File: config.mk
export PLATFORM = sky130hd
export DESIGN_NAME = cap_producer_fsm
export DESIGN_NICKNAME = d
export VERILOG_FILES = /design/src/common/cap_pkg.sv /design/src/verilog/cap_inhibit_timer.sv /design/src/verilog/cap_producer_fsm.sv
export SDC_FILE = /design/constraint.sdc
export NUM_CORES = 1
export LEC_CHECK = 0
export ABC_AREA = 1
export BUFFER_PORTS_ARGS = -buffer_cell sky130_fd_sc_hd__buf_4
export CAP_MARGIN = 0
export CORE_AREA = 2 2 54 77
export CTS_CLUSTER_DIAMETER = 80
export CTS_CLUSTER_SIZE = 20
export DETAILED_ROUTE_END_ITERATION = 8
export DIE_AREA = 0 0 56 79
export GPL_TIMING_DRIVEN = 0
export PLACE_DENSITY = 0.81
export SLEW_MARGIN = 20
export SYNTH_ARGS = -nofsm -noshare
export SYNTH_HDL_FRONTEND = slang
export SYNTH_SLANG_ARGS = --single-unit
File: constraint.sdc
create_clock -name i_core_clk -period 1.4 [get_ports i_core_clk]
set_input_delay 0.14 -clock i_core_clk [delete_from_list [all_inputs] [get_ports i_core_clk]]
set_output_delay 0.14 -clock i_core_clk [all_outputs]
set_load 0.01 [all_outputs]
File: src/common/cap_pkg.sv
// Package for the acknowledged change-of-state producer state machine
package cap_pkg;

  typedef enum logic [3:0] {
    CAP_IDLE  = 4'h1,
    CAP_RUN   = 4'h2,
    CAP_RACK  = 4'h4,
    CAP_PROH  = 4'h8
  } cap_state_t;

  localparam logic [3:0] CAP_RST_STATE = 4'h1;
  localparam logic       CAP_RST_FLAG  = 1'b0;
  localparam int         CAP_INH_W     = 16;
  localparam logic [15:0] CAP_INH_ZERO = 16'h0000;

endpackage : cap_pkg

File: src/verilog/cap_inhibit_timer.sv
// Inhibit interval down-counter with one-cycle expiry pulse
`timescale 1ns/10ps
module cap_inhibit_timer
  import cap_pkg::*;
(
  input  wire logic                 i_core_clk,
  input  wire logic                 i_srst,
  input  wire logic                 i_start,
  input  wire logic                 i_stop,
  input  wire logic [CAP_INH_W-1:0] i_load,
  output logic                      o_running,
  output logic                      o_expire
);

  logic [CAP_INH_W-1:0] cnt_q;
  logic [CAP_INH_W-1:0] cnt_d;
  logic                 exp_q;
  logic                 exp_d;

  always_comb
  begin
    cnt_d = cnt_q;
    exp_d = 1'b0;
    if (i_stop)
    begin
      cnt_d = CAP_INH_ZERO;
    end
    else if (i_start)
    begin
      cnt_d = i_load;
    end
    else if (cnt_q != CAP_INH_ZERO)
    begin
      cnt_d = cnt_q - 16'h0001;
      exp_d = (cnt_q == 16'h0001);
    end
  end

  always_ff @(posedge i_core_clk)
  begin
    if (i_srst)
    begin
      cnt_q <= CAP_INH_ZERO;
      exp_q <= 1'b0;
    end
    else
    begin
      cnt_q <= cnt_d;
      exp_q <= exp_d;
    end
  end

  assign o_running = (cnt_q != CAP_INH_ZERO);
  assign o_expire  = exp_q;

endmodule : cap_inhibit_timer

File: src/verilog/cap_producer_fsm.sv
// Acknowledged change-of-state producer state machine
// Notes on behaviour
// - A state change is ignored when idle, queued when prohibited, and when running sends data and may enter prohibited with the inhibit timer started.
// - A state change in running-with-ack sends data, gives a fresh-send notice, and may enter prohibited with the inhibit timer started.
// - An ack in prohibited with ack mode set enters running-with-ack if the inhibit timer is idle, else sets the ack-arrived flag.
// - An ack timeout in running-with-ack or prohibited resends data with a repeat-send notice and no state change.
// - Transmission timer expiry in running sends data only.
// - Transmission timer expiry in running-with-ack sends data with a fresh-send notice.
// - Transmission timer expiry in prohibited resends the last data with a fresh-send notice.
// - Retry limit in prohibited enters running-with-ack; in running-with-ack it moves to running only if configured to.
// - Inhibit expiry in prohibited enters running with ack mode clear, or running-with-ack clearing ack-arrived when that is set.
// - Connection established while idle enters running-with-ack if ack mode is set, else running.
// - Ack-activate sets ack mode everywhere and moves running to running-with-ack.
// - Ack-deactivate clears ack mode everywhere and moves running-with-ack to running.
`timescale 1ns/10ps
module cap_producer_fsm
  import cap_pkg::*;
(
  input  wire logic                 i_core_clk,
  input  wire logic                 i_srst,
  input  wire logic                 i_cos_detect,
  input  wire logic                 i_ack_rx,
  input  wire logic                 i_ack_timeout,
  input  wire logic                 i_tx_timer_exp,
  input  wire logic                 i_retry_limit,
  input  wire logic                 i_conn_delete,
  input  wire logic                 i_conn_estab,
  input  wire logic                 i_ack_activate,
  input  wire logic                 i_ack_deactivate,
  input  wire logic [CAP_INH_W-1:0] i_inhibit_time,
  input  wire logic                 i_retry_to_run,
  output logic                      o_send_new,
  output logic                      o_send_last,
  output logic                      o_note_sent,
  output logic                      o_note_resent,
  output logic [3:0]                o_state,
  output logic                      o_ack_mode,
  output logic                      o_ack_arrived,
  output logic                      o_cos_queued
);

  cap_state_t state_q;
  cap_state_t state_d;
  logic       mode_q;
  logic       mode_d;
  logic       arr_q;
  logic       arr_d;
  logic       que_q;
  logic       que_d;
  logic       new_q;
  logic       new_d;
  logic       last_q;
  logic       last_d;
  logic       sent_q;
  logic       sent_d;
  logic       rsnt_q;
  logic       rsnt_d;
  logic       inh_start;
  logic       inh_run;
  logic       inh_exp;
  logic       inh_cfg;
  logic       cos_now;

  assign inh_cfg = (i_inhibit_time != CAP_INH_ZERO);

  cap_inhibit_timer u_inh (
    .i_core_clk (i_core_clk),
    .i_srst     (i_srst),
    .i_start    (inh_start),
    .i_stop     (i_conn_delete),
    .i_load     (i_inhibit_time),
    .o_running  (inh_run),
    .o_expire   (inh_exp)
  );

  // Priority: deletion, then a state change entering prohibited, then mode events, in one pass
  always_comb
  begin
    state_d   = state_q;
    mode_d    = mode_q;
    arr_d     = arr_q;
    que_d     = que_q;
    new_d     = 1'b0;
    last_d    = 1'b0;
    sent_d    = 1'b0;
    rsnt_d    = 1'b0;
    inh_start = 1'b0;
    cos_now   = i_cos_detect;
    if (i_ack_activate)
    begin
      mode_d = 1'b1;
    end
    else if (i_ack_deactivate)
    begin
      mode_d = 1'b0;
    end
    // Deletion beats every event, idle included, so no stale flag survives
    if (i_conn_delete)
    begin
      state_d = CAP_IDLE;
      que_d   = 1'b0;
      arr_d   = 1'b0;
      mode_d  = 1'b0;
    end
    else
    begin
      unique case (state_q)
        CAP_IDLE:
        begin
          if (i_conn_estab)
          begin
            state_d = mode_d ? CAP_RACK : CAP_RUN;
          end
        end
        CAP_RUN:
        begin
          if (i_ack_activate)
          begin
            state_d = CAP_RACK;
          end
          if (cos_now)
          begin
            new_d = 1'b1;
            if (inh_cfg)
            begin
              inh_start = 1'b1;
              state_d   = CAP_PROH;
            end
          end
          else if (i_tx_timer_exp)
          begin
            new_d = 1'b1;
          end
        end
        CAP_RACK:
        begin
          if (i_ack_deactivate)
          begin
            state_d = CAP_RUN;
          end
          else if (i_retry_limit && i_retry_to_run)
          begin
            state_d = CAP_RUN;
          end
          if (cos_now)
          begin
            new_d  = 1'b1;
            sent_d = 1'b1;
            if (inh_cfg)
            begin
              inh_start = 1'b1;
              state_d   = CAP_PROH;
            end
          end
          else if (i_tx_timer_exp)
          begin
            new_d  = 1'b1;
            sent_d = 1'b1;
          end
          else if (i_ack_timeout)
          begin
            last_d = 1'b1;
            rsnt_d = 1'b1;
          end
        end
        CAP_PROH:
        begin
          if (cos_now)
          begin
            que_d = 1'b1;
          end
          if (i_tx_timer_exp)
          begin
            last_d = 1'b1;
            sent_d = 1'b1;
          end
          else if (i_ack_timeout)
          begin
            last_d = 1'b1;
            rsnt_d = 1'b1;
          end
          if (i_retry_limit)
          begin
            state_d = CAP_RACK;
          end
          else if (inh_exp)
          begin
            if (!mode_q)
            begin
              state_d = CAP_RUN;
            end
            // Ack landing with expiry counts; timer is already idle then
            else if (arr_q || i_ack_rx)
            begin
              state_d = CAP_RACK;
              arr_d   = 1'b0;
            end
          end
          else if (i_ack_rx && mode_q)
          begin
            if (!inh_run)
            begin
              state_d = CAP_RACK;
            end
            else
            begin
              arr_d = 1'b1;
            end
          end
        end
        default:
        begin
          state_d = CAP_IDLE;
        end
      endcase
    end
  end

  always_ff @(posedge i_core_clk)
  begin
    if (i_srst)
    begin
      state_q <= cap_state_t'(CAP_RST_STATE);
      mode_q  <= CAP_RST_FLAG;
      arr_q   <= CAP_RST_FLAG;
      que_q   <= CAP_RST_FLAG;
      new_q   <= 1'b0;
      last_q  <= 1'b0;
      sent_q  <= 1'b0;
      rsnt_q  <= 1'b0;
    end
    else
    begin
      state_q <= state_d;
      mode_q  <= mode_d;
      arr_q   <= arr_d;
      que_q   <= que_d;
      new_q   <= new_d;
      last_q  <= last_d;
      sent_q  <= sent_d;
      rsnt_q  <= rsnt_d;
    end
  end

  assign o_send_new    = new_q;
  assign o_send_last   = last_q;
  assign o_note_sent   = sent_q;
  assign o_note_resent = rsnt_q;
  assign o_state       = state_q;
  assign o_ack_mode    = mode_q;
  assign o_ack_arrived = arr_q;
  assign o_cos_queued  = que_q;

endmodule : cap_producer_fsm

* After elaboration in Yosys (flattened, before gate mapping)
Index checks and enable logic that the tools add are counted.
Word-level totals: register bits after elaboration 28, latch bits 0, memory bits (writable) 0, bits in read-only memories 0, output and inout port bits 11, memories kept 0
Cells by class: $add $sub $neg 1, $mul 0, divide/modulo/power cells 0, magnitude comparators 0, equal/unequal tests 11, shift operators 0, muxes and demuxes 38, bitwise logic cells 3, reductions and logical operators 15
Operators by type and width (count):
- 4-bit two-way mux | 14
- 16-bit two-way mux | 2
- 16-bit nonzero test | 2
- 1-bit two-way mux | 17
- 16-bit by 1-bit equality test with 1-bit output (second input constant) | 1
- 4-bit case mux with 4 select lines | 1
- 16-bit by 1-bit subtractor with 16-bit output (second input constant) | 1
- 4-bit by 3-bit != test with 1-bit output (second input constant) | 2
- 2-bit != test (second input constant) | 3
- 1-bit case mux with 2 select lines | 3
- 6-bit AND reduction | 1
- 2-bit nonzero test | 3
- 5-bit != test (second input constant) | 1
- 4-bit by 1-bit equality test with 1-bit output (second input constant) | 1
- 4-bit by 2-bit equality test with 1-bit output (second input constant) | 1
- 4-bit by 3-bit equality test with 1-bit output (second input constant) | 1
- 4-bit equality test (second input constant) | 1
- 4-bit AND reduction | 1
- 2-bit OR reduction | 2
- 4-bit OR reduction | 1
- 3-bit two-way mux | 1
- 1-bit NOT | 3
- 3-bit OR reduction | 1
- 1-bit logical AND | 2
- 2 further kinds | 2

* Logic depth before layout (Yosys ltp)
Gate-level depths: netlist of the first run.
word-level depth 6, gate-level depth with buffers 11, depth with buffers taken out 11

* Modules after synthesis
From an unflattened synthesis of the first run, not the netlist that was laid out.
Second synthesis, totals: cells, all modules 293, area, all modules 1793.0 sq um
By module, submodules not included:
- cap_inhibit_timer | instances 1, cells an instance 183, area each 1141.1 sq um
- cap_producer_fsm | instances 1, cells an instance 110, area each 651.9 sq um

* Least setup slack after synthesis of the first run
No wires, ideal clock.
kind register to register, start point register state_q[1] (netlist: o_state[1]), end point register u_inh.cnt_q[14], setup time 120 ps, data arrival time 1291 ps, required time 1280 ps, slack -12 ps, cell stages (with the launch flop) 9, buffers on the path 1, period minus slack after synthesis 1412 ps, cells stage by stage dfxtp_1 > inv_1 > nor2_1 > nand2_2 > nand2_4 > nand4_2 > buf_4 > nand3_1 > a21oi_2
Between the ends: cells in the longest elaborated chain, start to end 5, elaborated cells on any way between the ends 7, classes of those cells 2 x eq/ne; 3 x mux; 2 x reduce/logical
Ends and longest elaborated chain:
- from (decl) | line cap_producer_fsm.sv:42 | cap_state_t state_q;
- from (signal assigned) | line cap_producer_fsm.sv:223 | state_q <= cap_state_t'(CAP_RST_STATE);
- from (signal assigned) | line cap_producer_fsm.sv:234 | state_q <= state_d;
- 4-bit by 3-bit equality test with 1-bit output or 4-bit by 2-bit equality test with 1-bit output (tied branches) | line cap_producer_fsm.sv:107 | unique case (state_q)
- 2-bit OR reduction (no source line) (*)
- 1-bit two-way mux (*)
- 1-bit two-way mux (*) | line cap_producer_fsm.sv:98 | if (i_conn_delete)
- 16-bit two-way mux or 2-bit nonzero test (tied branches)
- to (signal assigned) | line cap_inhibit_timer.sv:48 | cnt_q <= cnt_d;
- to (decl) | line cap_inhibit_timer.sv:15 | logic [CAP_INH_W-1:0] cnt_q;
Mark *: on every way between the ends. The rest lies on a longest branch, timed or not. A chain may end at the register's enable or synchronous reset.

* Final worst setup path of the first run
start point register u_inh.cnt_q[11], end point register u_inh.cnt_q[1]
Between the ends: cells in the longest elaborated chain, start to end 2
Ends and longest elaborated chain:
- 16-bit nonzero test | line cap_inhibit_timer.sv:32 | else if (cnt_q != CAP_INH_ZERO)
- 2-bit nonzero test (no source line)
Every way passes these cells.

==> run summary, run 1 <==
In this run, distinct cell masters in the synthesized netlist total 30. The CTS root buffer is sky130_fd_sc_hd__clkbuf_8. The areal power density over the cells came out at approximately 2200 mW/mm2. The max-slew violation total from the final report is 0. The first TritonRoute pass finished after 4 iterations. The peak fanout along the critical path came out at 4.

After synthesis, the cell types taking the most area are sky130_fd_sc_hd__dfxtp_1 32%, sky130_fd_sc_hd__nand2_1 11%, sky130_fd_sc_hd__nor2_1 9.3%. The library cell contributing the largest single delay on the critical path is sky130_fd_sc_hd__dfxtp_1. Yosys instantiated no cell more often than sky130_fd_sc_hd__nand2_1.

The maximum number of pins on one net before global-route repair came out at 16. In the synthesized netlist the dominant register cell turns out to be sky130_fd_sc_hd__dfxtp_1. Traced cell by cell, the critical path runs through inv_1, nand2_1, nor2_4, nand2_2, nor2_2, nor2_1, nand2_1, nand3_1, nand2_1, inv_1.

The detailed-route wire length came out at 4470 um. The number of buffers inserted for hold repair after clock tree synthesis is 0. In this run the vertical extent of the chip is 79 um. The via density per instance came out at 5.217. The most frequent cell on the critical path is sky130_fd_sc_hd__nand2_1.

The data required time of the critical path came out at about 1.6 ns. The library cell with the largest summed area after synthesis is sky130_fd_sc_hd__dfxtp_1. Summed over all cells, the static leakage comes to ~1.1 nW. The maximum cell stage delay along the critical path is about 0.32 ns. The number of nets produced by synthesis came out at about 290. The clock transition at the registers of the reported paths is roughly 0.10 ns. The number of flops mapped to enable cells by yosys is 0. The overall via count from detail_route is between 1500 and 2000.

The run finished with clean final reports. The global-route wire length before repair is approximately 7000 um. The share of synthesized area in the top cell type comes to about a third. The worst hold slack is 0.1122 ns. The setup skew after layout is slightly above 0.005 ns. The global router's overall resource usage came out at between 10% and 20%. TritonCTS built the clock tree. The family with the most delay on the worst path is simple AND/OR/NAND/NOR gates. The number of synthesized register bits came out at 28. The path class of the tightest hold or removal check is in -> reg. The per-cell routed wire length came out at ~13 um. Counting instances, the worst hold path has a depth of 3.

The worst setup path is launched from a register. The capture endpoint of the worst hold path is u_inh.cnt_q[12]. The startpoint identified for the worst register-to-register timing path is u_inh.cnt_q[11]. The share of the clock period used by the worst path after layout came out at between 90% and 100%. The violation count after the first detailed-routing iteration is just over 90. The worst-skew pair later-pin latency is 0.27 ns.

After layout, the minimum clock period comes to approximately 1.4 ns. The via count of the first global-routing pass is ~1800. After global routing the overflow that remains totals 0. The number of buffers and inverters on the critical path is 2. The critical path start-end classification is reg -> reg. The count of antenna-violating nets left after detailed routing came out at 0.

The setup slack on the worst flop-to-flop path is 0.001 ns. The fraction of registers with async set or reset after synthesis is 0%. By count the netlist is led by 51 x sky130_fd_sc_hd__nand2_1, 44 x sky130_fd_sc_hd__nor2_1, 28 x sky130_fd_sc_hd__dfxtp_1. The number of I/O port buffers is 38. During synthesis, Yosys emitted a total of 0 warnings. The diode insertion count for antenna repair came out at 0. At the worst endpoint, the arrival time is roughly 1.6 ns. Synthesis produced around 260 cells. Across the VDD grid, the largest voltage drop is 1.458 mV. The area inside the core boundary is 0.003784 mm2. Max-cap violations in this run came to 0. Buffers inserted during clock tree synthesis total 3.

For this run, design rule violations remaining after detail routing come to 0. The maximum level of the CTS H-tree came out at 1. The CTS sink count came out at 28.

In this run the count of I/O pins placed on the die edge is 39. In this run the deepest clock path goes through 2 buffers. The half-perimeter wire length of the detailed placement result came out at ~3200 um. The worst reg2reg path depth is 10. The relative slew slack came out at ~76%.

The die is around 56 um wide. The critical path endpoint category is a register. Setup repair after global routing could not meet its margin everywhere. Each instance of the synthesized netlist takes up on average 6.896 um2. The count of endpoints failing hold in the final timing report is 0. The final sum of negative setup slack is 0 ns.

The placer congestion estimate came out at 0.9949. The row count is 27. The final layout contains 344 nets. For this run, the top clock speed supported by timing is slightly above 700 MHz.

The startpoint identified for the worst hold timing path is i_inhibit_time[12]. The final total power is ~0.0055 W. Once the floorplan was initialized, standard cells occupied a little under half of the core. The post-route netlist has ~40% of its cells at a drive strength greater than 1.

The final-report setup violation count is 0. The actual transition at the worst max-transition pin is 0.3548 ns. The initial antenna violation count came to 0.

In this run the cell area of the synthesized design comes to roughly 0.0018 mm2. From synthesis to final layout, the design area changed by 37.55%. The sequential share of the synthesized area is a little under a third. The full die area came out at 0.004424 mm2. The endpoint of the worst register-to-register path is u_inh.cnt_q[1].
## cells in the final DEF, fill, tap and decap left out, types with 3 or more instances in the layout
cell                        n
sky130_fd_sc_hd__buf_4     50
sky130_fd_sc_hd__nand2_1   42
sky130_fd_sc_hd__nor2_1    35
sky130_fd_sc_hd__nand3_1   26
sky130_fd_sc_hd__inv_1     21
sky130_fd_sc_hd__dfxtp_1   19
sky130_fd_sc_hd__xor2_1    13
sky130_fd_sc_hd__nand2_2   12
sky130_fd_sc_hd__a21oi_2   11
sky130_fd_sc_hd__a21oi_1   11
sky130_fd_sc_hd__nor2_4     8
sky130_fd_sc_hd__dfxtp_2    7
sky130_fd_sc_hd__nor2_2     6
sky130_fd_sc_hd__o21ai_0    6
sky130_fd_sc_hd__inv_2      5
sky130_fd_sc_hd__clkbuf_8   4
sky130_fd_sc_hd__nand3_4    3
sky130_fd_sc_hd__nand2_4    3
sky130_fd_sc_hd__nand4_1    3
## state kept, by name, summed over array words and instances (netlist names)
name            count
u_inh.cnt_q        16
o_state             4
o_ack_arrived       1
o_ack_mode          1
o_cos_queued        1
o_note_resent       1
o_note_sent         1
o_send_last         1
o_send_new          1
u_inh.o_expire      1
## worst reg2reg max path, delay by kind of cell (launching register included)
kind / cells / cell delay, ns
flip-flops: 1 / 0.32
AND/OR/NAND/NOR: 8 / 0.86
buffers and inverters: 2 / 0.13
## repair_timing
item	in CTS	in global routing
gates resized for setup	18	40
setup buffers	3	9
pin swaps	5	15
setup endpoints to repair	18	19
## layer usage
| layer | GRT usage (%) | routed length (um) |
|---|---|---|
| met1 | 19.32 | 1683 |
| met2 | 38.94 | 2474 |
| met3 | 2.443 | 171 |
| met4 | 11.67 | 140 |
| met5 | 0 | 0 |
## cell type report
class                           count  area, um2
Timing Repair Buffer               50      375.4
Inverter                           28      110.1
Sequential cell                    28      576.8
Fill cell                         331       1336
Tap cell                           43      53.80
Multi-Input combinational cell    197       1220
Buffer                              5      56.30
Clock buffer                        4      55.05
## logic make-up after synthesis
family,synth area share [%]
simple gates,38.12
compound gates,12.59
buf+inv,8.298
flops,31.51
xor+xnor,7.384
fa+ha+maj,2.110
## per-stage QoR
step / std cells / instance area, um2 / worst slack, ns / utilization, %
2_1_floorplan: 258 / 1783 / 0.003808 / -
3_3_place_gp: 339 / 2122 / -0.1284 / 56.08
3_5_place_dp: 339 / 2122 / -0.1644 / 56.08
4_1_cts: 346 / 2250 / -0.01237 / 59.46
5_1_grt: 355 / 2447 / -0.1010 / 64.68
6_report: 355 / 2447 / 0.001391 / 64.68
## where the power goes
group          internal (W)  total [W]  leakage (nW)  switching [W]
Sequential          0.00101    0.00121         0.232       0.000194
Clock              0.000252   0.000504        0.0288       0.000252
Combinational       0.00162    0.00379         0.858        0.00216
Total               0.00289    0.00550          1.12        0.00261
## how the worst max path moves through the flow
stage / start / end / slack, ns / cells past startpoint
detailed placement: o_state[1] / u_inh.cnt_q[14] / -0.16 / 7
floorplan: o_state[1] / u_inh.cnt_q[14] / 0.004 / 8
CTS: o_state[1] / u_inh.cnt_q[13] / -0.01 / 8
finish: u_inh.cnt_q[11] / u_inh.cnt_q[1] / 0.001 / 10
global placement: o_state[1] / u_inh.cnt_q[15] / -0.13 / 7
global route: u_inh.cnt_q[10] / u_inh.cnt_q[1] / -0.10 / 10
Power figures use the tool's default switching activity.
==> inputs of run 2 (changes only) <==
Settings changed: CORE_AREA 2 2 54 77 to 2 2 55 77, DIE_AREA 0 0 56 79 to 0 0 57 79, PLACE_DENSITY 0.81 to 0.8, SYNTH_HIERARCHICAL set to 1.
==> run 2 against run 1 <==
Compared with the run above: the run now ends with setup timing left; non-clock buffer count grew 20; first-iteration DRC count up 5.5%; total power grew 1.5%; combinational power rose by 2%; setup slack lost 0.20 ns; core utilization is 8.2 points higher; global-route usage grew 2.0 points; sequential share of layout area down 2.7 points; die area grew 1.8%; via count increased by 18%; count of clock-buffer cells in the layout did not move; sequential power fell by 7%; largest cell class unchanged; largest power group unchanged; highest routed layer unchanged.
==> run summary, run 2 <==
The flow ran to the end, but the final reports show violations. The final reports fail on setup timing. The actual transition at the worst max-transition pin is 0.5194 ns (+0.1645 ns). The relative slew slack was 65.38% (-11 points). The share of the clock period used by the worst path after layout came out at 114.0% (+14 points). The height of the chip is 79 um (unchanged). The via count of the first global-routing pass came to 1963 (+11%). In this run the top signal layer used is met4. The count of antenna-violating nets left after detailed routing is 0 (unchanged). The flip-flop count of the largest register after layout came out at 16 (unchanged). The initial antenna violation count came out at 0 (unchanged). In the synthesized netlist the dominant register cell turns out to be sky130_fd_sc_hd__dfxtp_1. The global-route wire length before repair came to 8038 um (+14%).

The total overflow reported by the global router came out at 0 (unchanged). Walking the worst path, the cells encountered are nor2_1, nand2_1, inv_1, nand3_2, o21ai_2, nand2_1, nand2_2, buf_4, buf_4, a21oi_1. The routed length on met1 came out at 2059 um (+22%). The peak supply drop came out at 1.887 mV (+29%). The maximum cell stage delay along the critical path is 0.35 ns (+0.03 ns). The leakage dissipation is 1.312 nW (+17%). By count the netlist is led by 90 x sky130_fd_sc_hd__nand2_1, 50 x sky130_fd_sc_hd__nor2_1, 28 x sky130_fd_sc_hd__dfxtp_1, 28 x sky130_fd_sc_hd__inv_1, 27 x sky130_fd_sc_hd__nand3_1. The half-perimeter wire length of the detailed placement result is 3472 um (+8.5%).

The class of the tightest hold or removal check is in -> reg. The area inside the core boundary came to 0.003851 mm2 (+1.8%). The total placed instance area came out at 0.002213 mm2 (+4.3%). Setup repair after global routing could not meet its margin everywhere. The number of distinct library cells after synthesis is 29 (-3.3%). The number of warnings printed during yosys synthesis came out at 6 (+6). Among all stages on the critical path, the largest delay is contributed by sky130_fd_sc_hd__dfxtp_1. The maximum level of the CTS H-tree is 1 (unchanged). The number of fill cells in the layout came to 293 (-11%). The setup skew after layout came out at 0.002756 ns (-0.002441 ns). The share of Yosys cell area claimed by the top area cell type came out at 31.26% (-0.24 points). The number of I/O port buffers is 38 (unchanged). The fraction of registers with async set or reset after synthesis is 0% (unchanged).

The maximum number of pins on one net before global-route repair came out at 17 (+1). The detailed-route wire length came to 5587 um (+25%). sky130_fd_sc_hd__dfxtp_1 takes more of the synthesized area than any other cell.

The leading cell type in the layout, fill and taps excluded is sky130_fd_sc_hd__nand2_1. The arrival time reported for the critical path endpoint was 1.76 ns (+0.18 ns). The number of nets produced by synthesis came out at 323 (+12%). The worst setup path is captured at a register. The critical path is of the reg -> reg type. The final critical delay including setup and external delays came to 1.596 ns (+0.1969 ns).

The iteration count of the initial detailed-routing pass is 4 (unchanged). The clock transition at the registers of the reported paths came out at 0.10 ns (about the same). In the layout the commonest cells are 75 x sky130_fd_sc_hd__nand2_1, 64 x sky130_fd_sc_hd__buf_4, 46 x sky130_fd_sc_hd__nor2_1. The per-cell routed wire length came out at 13.59 um (+8.0%). The die outline width came to 57 um (+1.8%). The combinational group share of total power came out at 69.4% (+0.5 points).

The average cell area after synthesis came out at 6.119 um2 (-11%). The CTS buffer count came out at 3 (unchanged). The number of synthesized register bits came out at 28 (unchanged).

The worst-skew pair later-pin latency was 0.28 ns (about the same). The share of layout cells above drive strength 1 was 40.22% (+0.47 points). The number of remaining DRC errors came to 0 (unchanged). The number of flops mapped to enable cells by yosys came to 0 (unchanged).

The diode insertion count for antenna repair came out at 0 (unchanged). The TritonCTS clock tree is done. The worst hold slack is 0.1014 ns (-0.01077 ns).

The row count came to 27 (unchanged). The full die area is 0.004503 mm2 (+1.8%). The count of endpoints failing hold in the final timing report is 0 (unchanged). The timing-limited maximum frequency was 626.8 MHz (-12%). The area of all placed cells without fillers is 0.002805 mm2 (+15%). The number of violations of the max-capacitance limit came out at 0 (unchanged). The overall via count from detail_route is 2187 (+18%). The cell-internal power is 0.002994 W (+3.7%). The starting utilization of the core area is 46.56% (-0.47 points).

The footprint of the multi-input gates came out at 0.001336 mm2 (+9.5%). By area the synthesized netlist is led by sky130_fd_sc_hd__dfxtp_1 31%, sky130_fd_sc_hd__nand2_1 19%, sky130_fd_sc_hd__nor2_1 10%. The via density per instance is 5.321 (+2.0%). The CTS sink count came out at 28 (unchanged). The startpoint type of the worst setup path is a register. The leading cell type by number of instances after synthesis is sky130_fd_sc_hd__nand2_1. The maximum clock path buffer count is 2 (unchanged). The power dissipated by switching net loads came out at 0.002587 W (-0.91%). The global router's overall resource usage came to 21.84% (+2.0 points).

The areal power density over the cells came out at 1990 mW/mm2 (-11%). The CTS root buffer is sky130_fd_sc_hd__clkbuf_8. The clock share of power came out at 10.4% (+1.2 points).

The register area is 585.6 um2 (+1.5%). The proportion of power drawn by flip-flops and latches came out at 20.2% (-1.7 points). The cell area after synthesis is 0.001793 mm2 (+0.77%). The amount of wire on met2 after detailed routing was 3133 um (+27%). The peak fanout along the critical path is 4 (unchanged). u_inh/cnt_q holds more flip-flops than any other register.

The placer congestion estimate came out at 0.9037 (-9.2%). The number of ports placed on the die boundary was 39 (unchanged). The data required time of the critical path came to 1.57 ns (about the same). Compared with the post-synthesis result, the final layout area differs by 56.45%. The final-report setup violation count is 21 (+21). The met3 layer wire length in the routed design came out at 258 um (+51%).

The max-slew violation total from the final report came out at 0 (unchanged). The violation count after the first detailed-routing iteration came to 96 (+5.5%). The worst-case setup margin in the final layout came out at -0.1955 ns (-0.1969 ns).

The post-synthesis cell count is 293 (+14%). The net count of the finished layout is 399 (+16%). The share of total power consumed by net switching was 46.35% (-1.1 points). The sequential share of the synthesized area came out at 31.26% (-0.24 points).
==> run 2: cell types whose count changed in the layout (fill, tap and decap cells not counted), sizes merged, moves of 2 or more <==
cell,before,now
or2,1,3
buf,55,72
xor2,13,1
clkbuf,4,7
nand3,29,27
o21ai,7,13
nand2,57,94
a21oi,22,18
nor2,50,61
==> run 2: per-layer routing <==
metal	vias up	GRT usage (%)
met5	-	0
met4	0	8.837
met3	17	2.117
met2	76	41.49
met1	1007	24.14
li1	1087	-
==> run 2: what timing repair did <==
action | 4_1_cts | 5_1_grt
setup buffers | 12 | 19
cloned | 0 | 2
endpoints found under the setup margin | 21 | 21
gates resized for setup | 19 | 44
pin swaps | 10 | 32
hold buffers | 0 | 0
==> run 2: layout make-up <==
type	count	share of cell area, %
clock buffers	4	2.364
flip-flops and latches	28	20.87
repair buffers	71	21.05
plain buffers	4	2.096
inverters	29	4.059
multi-input cells	232	47.64
well taps	43	1.918
==> run 2: stage by stage <==
stage	cells	total power [W]	util [%]	setup TNS, ns	setup slack [ns]
CTS	390	0.004927	63.87	-2.356	-0.1771
floorplan	293	0.003357	-	-0.05731	-0.02866
global placement	374	0.003811	57.47	-3.383	-0.2739
detailed placement	374	0.003861	57.47	-3.849	-0.2992
global route	411	0.006009	72.84	-4.508	-0.3511
finish	411	0.005581	72.84	-2.645	-0.1955
==> run 2: logic make-up (layout without fill, tap and decap cells) <==
group / count (synthesis) / after routing / synth area share, %
buffers and inverters: 33 / 108 / 6.978
xor gates and xnor gates: 3 / 3 / 1.466
and+or+nand+nor: 194 / 194 / 49.27
DFF: 28 / 28 / 31.26
AOI/OAI and AO/OA: 33 / 33 / 9.630
adders and majority gates: 2 / 2 / 1.395
==> run 2: worst max-delay path, delay by kind of cell, from the launching register on <==
| kind | cells | cell delay, ns |
|---|---|---|
| AOI/OAI and AO/OA | 2 | 0.16 |
| buffers and inverters | 3 | 0.38 |
| DFF | 1 | 0.35 |
| and+or+nand+nor | 5 | 0.59 |
==> run 2: path summary, 6_finish.rpt <==
kind | startpoint | to | slack [ns] | cells past startpoint
worst max-delay path | u_inh/cnt_q[13] | o_state[3] | -0.20 | 10
worst min-delay path | i_inhibit_time[7] | u_inh/cnt_q[7] | 0.10 | 3
worst max register to register | u_inh/cnt_q[13] | o_state[3] | -0.20 | 10
worst min register to register | o_ack_arrived | o_ack_arrived | 0.49 | 2
==> run 2: power groups by stage <==
stage               sequential, W  combinational [W]  clock (W)
CTS                       0.00110            0.00324   0.000591
finish                    0.00113            0.00387   0.000582
global route              0.00115            0.00425   0.000617
floorplan                 0.00109            0.00226          0
global placement          0.00112            0.00269          0
detailed placement        0.00112            0.00274          0
==> inputs of run 3 (changes only) <==
Settings changed: ABC_AREA 1 to not set, CORE_AREA 2 2 55 77 to 2 2 65 91, CTS_CLUSTER_DIAMETER 80 to 200, DIE_AREA 0 0 57 79 to 0 0 67 93, PLACE_DENSITY 0.8 to 0.58.
==> run 3 against run 2 <==
Compared with the run above: the flow still finishes with violations (setup timing); clock power rose by 12%; sequential cell count did not move; sequential share of layout area rose by 2.3 points; sequential power fell by 7%; critical path type unchanged; largest cell class unchanged; highest routed layer unchanged.
==> run summary, run 3 <==
The maximum level of the CTS H-tree was 1 (unchanged). The iteration count of the initial detailed-routing pass is 5 (+1). The detailed-route wire length is 4729 um (-15%). The net count of the finished layout came out at 288 (-28%). The violation count after the first detailed-routing iteration is 57 (-41%).

The number of ports placed on the die boundary was 39 (unchanged). The leakage dissipation is 1.003 nW (-24%). The average cell area after synthesis was 8.568 um2 (+40%). The number of flops mapped to enable cells by yosys is 0 (unchanged). STA classifies the critical path startpoint as a register.

The fraction of the mapped netlist area in compound gates came out at 19.05% (+9.4 points). The setup skew after layout is 0.001486 ns (-0.001270 ns). The share of Yosys cell area claimed by the top area cell type is 35.56% (+4.3 points). The critical path endpoint category is a register. The cell-internal power is 0.002320 W (-23%). The clock share of power was 17.9% (+7.5 points). The via count of the first global-routing pass is 1710 (-13%). The count of antenna-violating nets left after detailed routing came out at 0 (unchanged).

The maximum clock path buffer count is 2 (unchanged). The number of synthesized register bits came to 28 (unchanged). The global-route wire length before repair is 7624 um (-5.2%).

Counting instances in the post-synthesis netlist gives the leading cell types as 28 x sky130_fd_sc_hd__dfxtp_1, 20 x sky130_fd_sc_hd__nor2_1, 19 x sky130_fd_sc_hd__nand2_1. Leaving out fill and tap cells, the most frequent cell in the layout is sky130_fd_sc_hd__buf_4. The number of instances in the placed design is 290 (-22%). The global router's overall resource usage came out at 15.99% (-5.9 points).

The clock transition at the registers of the reported paths came to 0.10 ns (about the same). The number of fill cells in the layout is 568 (+94%). The post-synthesis mux area share came out at 1.270% (+1.3 points). The CTS buffer count is 3 (unchanged). The checks that failed: setup timing.

The total overflow reported by the global router came out at 0 (unchanged). The TritonCTS clock tree is done. In this run the worst hold path is classified as in -> reg. u_inh/cnt_q holds more flip-flops than any other register. The final cell count without fillers came out at 325 (-21%). The share of the clock period used by the worst path after layout came to 121.0% (+7.1 points). The area inside the core boundary is 0.005445 mm2 (+41%).

The initial antenna violation count came to 0 (unchanged). The row count is 32 (+19%). Setup repair after global routing could not meet its margin everywhere.

The count of endpoints failing hold in the final timing report is 0 (unchanged). The peak fanout along the critical path is 5 (+1). The number of I/O port buffers was 38 (unchanged).

The CTS sink count is 28 (unchanged). The actual transition at the worst max-transition pin came out at 0.5530 ns (+0.03362 ns). The overall via count from detail_route was 1650 (-25%). The number of warnings printed during yosys synthesis was 6 (unchanged). The number of violations of the max-capacitance limit came out at 0 (unchanged).

The cell sitting at the root of the clock tree is a sky130_fd_sc_hd__clkbuf_8. The relative slew slack is 62.79% (-2.6 points). The share of layout cells above drive strength 1 came to 49.03% (+8.8 points). The proportion of power drawn by flip-flops and latches is 29.0% (+8.8 points). The post-synthesis cell count came out at 184 (-37%).

The starting utilization of the core area is 28.95% (-18 points). The share of total power consumed by net switching came to 36.14% (-10 points). The timing-limited maximum frequency came out at 590.1 MHz (-5.9%). The combinational group share of total power is 53.1% (-16 points).

The final total power is 0.003632 W (-35%). The die outline width is 67 um (+18%). The met3 usage in global routing is 2.527% (+0.41 points). The layer flagged by global routing as most heavily used is met2. The full die area came out at 0.006231 mm2 (+38%). The placer congestion estimate came out at 0.7727 (-14%).

The number of distinct library cells after synthesis is 54 (+86%). The sequential share of the synthesized area is 35.56% (+4.3 points). The maximum number of pins on one net before global-route repair is 17 (unchanged). The leading cell type by number of instances after synthesis is sky130_fd_sc_hd__dfxtp_1.

The number of remaining DRC errors came out at 0 (unchanged). The fraction of registers with async set or reset after synthesis is 0% (unchanged). The via density per instance is 5.077 (-4.6%). The number of nets produced by synthesis came out at 214 (-34%). The final critical delay including setup and external delays came out at 1.695 ns (+0.09917 ns). In this run the most critical hold path is launched from i_tx_timer_exp. The largest family of logic cells by synthesized area is simple AND/OR/NAND/NOR gates. The worst-skew pair later-pin latency is 0.28 ns (about the same). The setup path with the least slack is of type reg -> reg. The peak supply drop came out at 0.5641 mV (-70%).

sky130_fd_sc_hd__dfxtp_1 takes more of the synthesized area than any other cell. The arrival time reported for the critical path endpoint came to 1.87 ns (+0.11 ns). The height of the chip is 93 um (+18%). The met1 demand-to-capacity share in global routing was 17.35% (-6.8 points). The flip-flop count of the largest register after layout came out at 16 (unchanged). In the post-synthesis netlist, the biggest area contributors are sky130_fd_sc_hd__dfxtp_1 36%, sky130_fd_sc_hd__o21ai_0 5.1%, sky130_fd_sc_hd__nor2_1 4.8%. The final-report setup violation count came out at 21 (unchanged).

The most common flop cell mapped by yosys is sky130_fd_sc_hd__dfxtp_1. The power dissipated by switching net loads was 0.001313 W (-49%). The half-perimeter wire length of the detailed placement result came to 3149 um (-9.3%). The areal power density over the cells came out at 1445 mW/mm2 (-27%). Tracing the worst setup path back leads to its startpoint at u_inh/cnt_q[0]. The worst-case setup margin in the final layout is -0.2947 ns (-0.09917 ns). The worst register-to-register path begins at u_inh/cnt_q[0]. The run finished, with violations left. The cell area after synthesis came to 0.001577 mm2 (-12%). The met2 global-route usage is 29.13% (-12 points).

The max-slew violation total from the final report came out at 0 (unchanged). The xor and xnor area share after synthesis came out at 5.556% (+4.1 points). The diode insertion count for antenna repair was 0 (unchanged). The simple-gate share of the synthesized area is 33.81% (-15 points). The per-cell routed wire length is 14.55 um (+7.0%). The area growth from synthesis to layout came out at 59.44%. The data required time of the critical path is 1.57 ns (about the same).

The library cells used most frequently in the layout, excluding fill and tap cells, are 64 x sky130_fd_sc_hd__buf_4, 20 x sky130_fd_sc_hd__dfxtp_1, 17 x sky130_fd_sc_hd__nor2_1, 17 x sky130_fd_sc_hd__nand2_1, 15 x sky130_fd_sc_hd__o21ai_1. The adder-cell area share of the yosys netlist came out at 1.587% (+0.19 points).
run 3: power groups by stage:
stage	Combinational (W)	Clock, W	Sequential, W
after global routing	0.00211	0.000701	0.00107
after floorplan	0.00102	0	0.00104
after global placement	0.00129	0	0.00106
final	0.00193	0.000649	0.00105
after CTS	0.00174	0.000675	0.00105
after detailed placement	0.00129	0	0.00106
run 3: cell families (layout without fill, tap and decap cells):
kind of cell / count (synthesis) / after routing
simple gates: 85 / 85
compound gates: 44 / 44
flops: 28 / 28
buf+inv: 13 / 86
xor+xnor: 10 / 10
fa+ha+maj: 2 / 2
mux: 2 / 2
run 3: path summary, 6_finish.rpt:
kind | end | slack (ns) | cells after the start
hold / removal | o_note_resent | 0.04 | 2
setup reg to reg | o_state[3] | -0.29 | 8
hold reg to reg | o_cos_queued | 0.50 | 2
setup / recovery | o_state[3] | -0.29 | 8
run 3: routing by layer:
metal  part of all wire (%)  up-vias  wire length (um)
met1                     39      774              1830
met5                      0        -                 0
met2                     55       37              2596
met4                    2.9        0               135
met3                    3.5       12               167
li1                       -      827                 -
run 3: critical path: stages, from the launching register on:
cell and delay (ns):
sky130_fd_sc_hd__dfxtp_4 0.38, sky130_fd_sc_hd__inv_4 0.06, sky130_fd_sc_hd__ha_4 0.12, sky130_fd_sc_hd__nor3b_4 0.24, sky130_fd_sc_hd__nand4_4 0.16, sky130_fd_sc_hd__nor2b_1 0.14, sky130_fd_sc_hd__o21ai_1 0.07, sky130_fd_sc_hd__and3_4 0.17
sky130_fd_sc_hd__o221a_1 0.24
run 3: area by class of cell:
cell class              instances  area (um2)  area share, %
repair buffers                 69       545.5          21.70
clock buffers                   3       41.29          1.643
well taps                      68       85.08          3.385
clock inverters                 1       30.03          1.195
multi-input cells             143        1152          45.84
plain buffers                   5       43.79          1.742
flip-flops and latches         28       583.1          23.20
inverters                       8       32.53          1.294
run 3: what timing repair did:
action | 4_1_cts | 5_1_grt
hold buffers | 0 | 0
gates resized for setup | 27 | 15
buffers inserted | 25 | 6
pin swaps | 14 | 8
endpoints found under the setup margin | 21 | 23
run 3: stage by stage:
| step | hold slack, ns | cell area [um2] | worst slack [ns] | TNS [ns] | util (%) |
|---|---|---|---|---|---|
| 6_report | 0.04300 | 2514 | -0.2947 | -4.168 | 46.16 |
| 5_1_grt | 0.02419 | 2514 | -0.3767 | -6.271 | 46.16 |
| 3_5_place_dp | 0.3354 | 2013 | -0.6474 | -11.54 | 36.97 |
| 3_3_place_gp | 0.3388 | 2013 | -0.6261 | -10.94 | 36.97 |
| 2_1_floorplan | 0.2167 | 1643 | -0.3573 | -5.910 | - |
| 4_1_cts | 0.02622 | 2407 | -0.2678 | -4.149 | 44.21 |
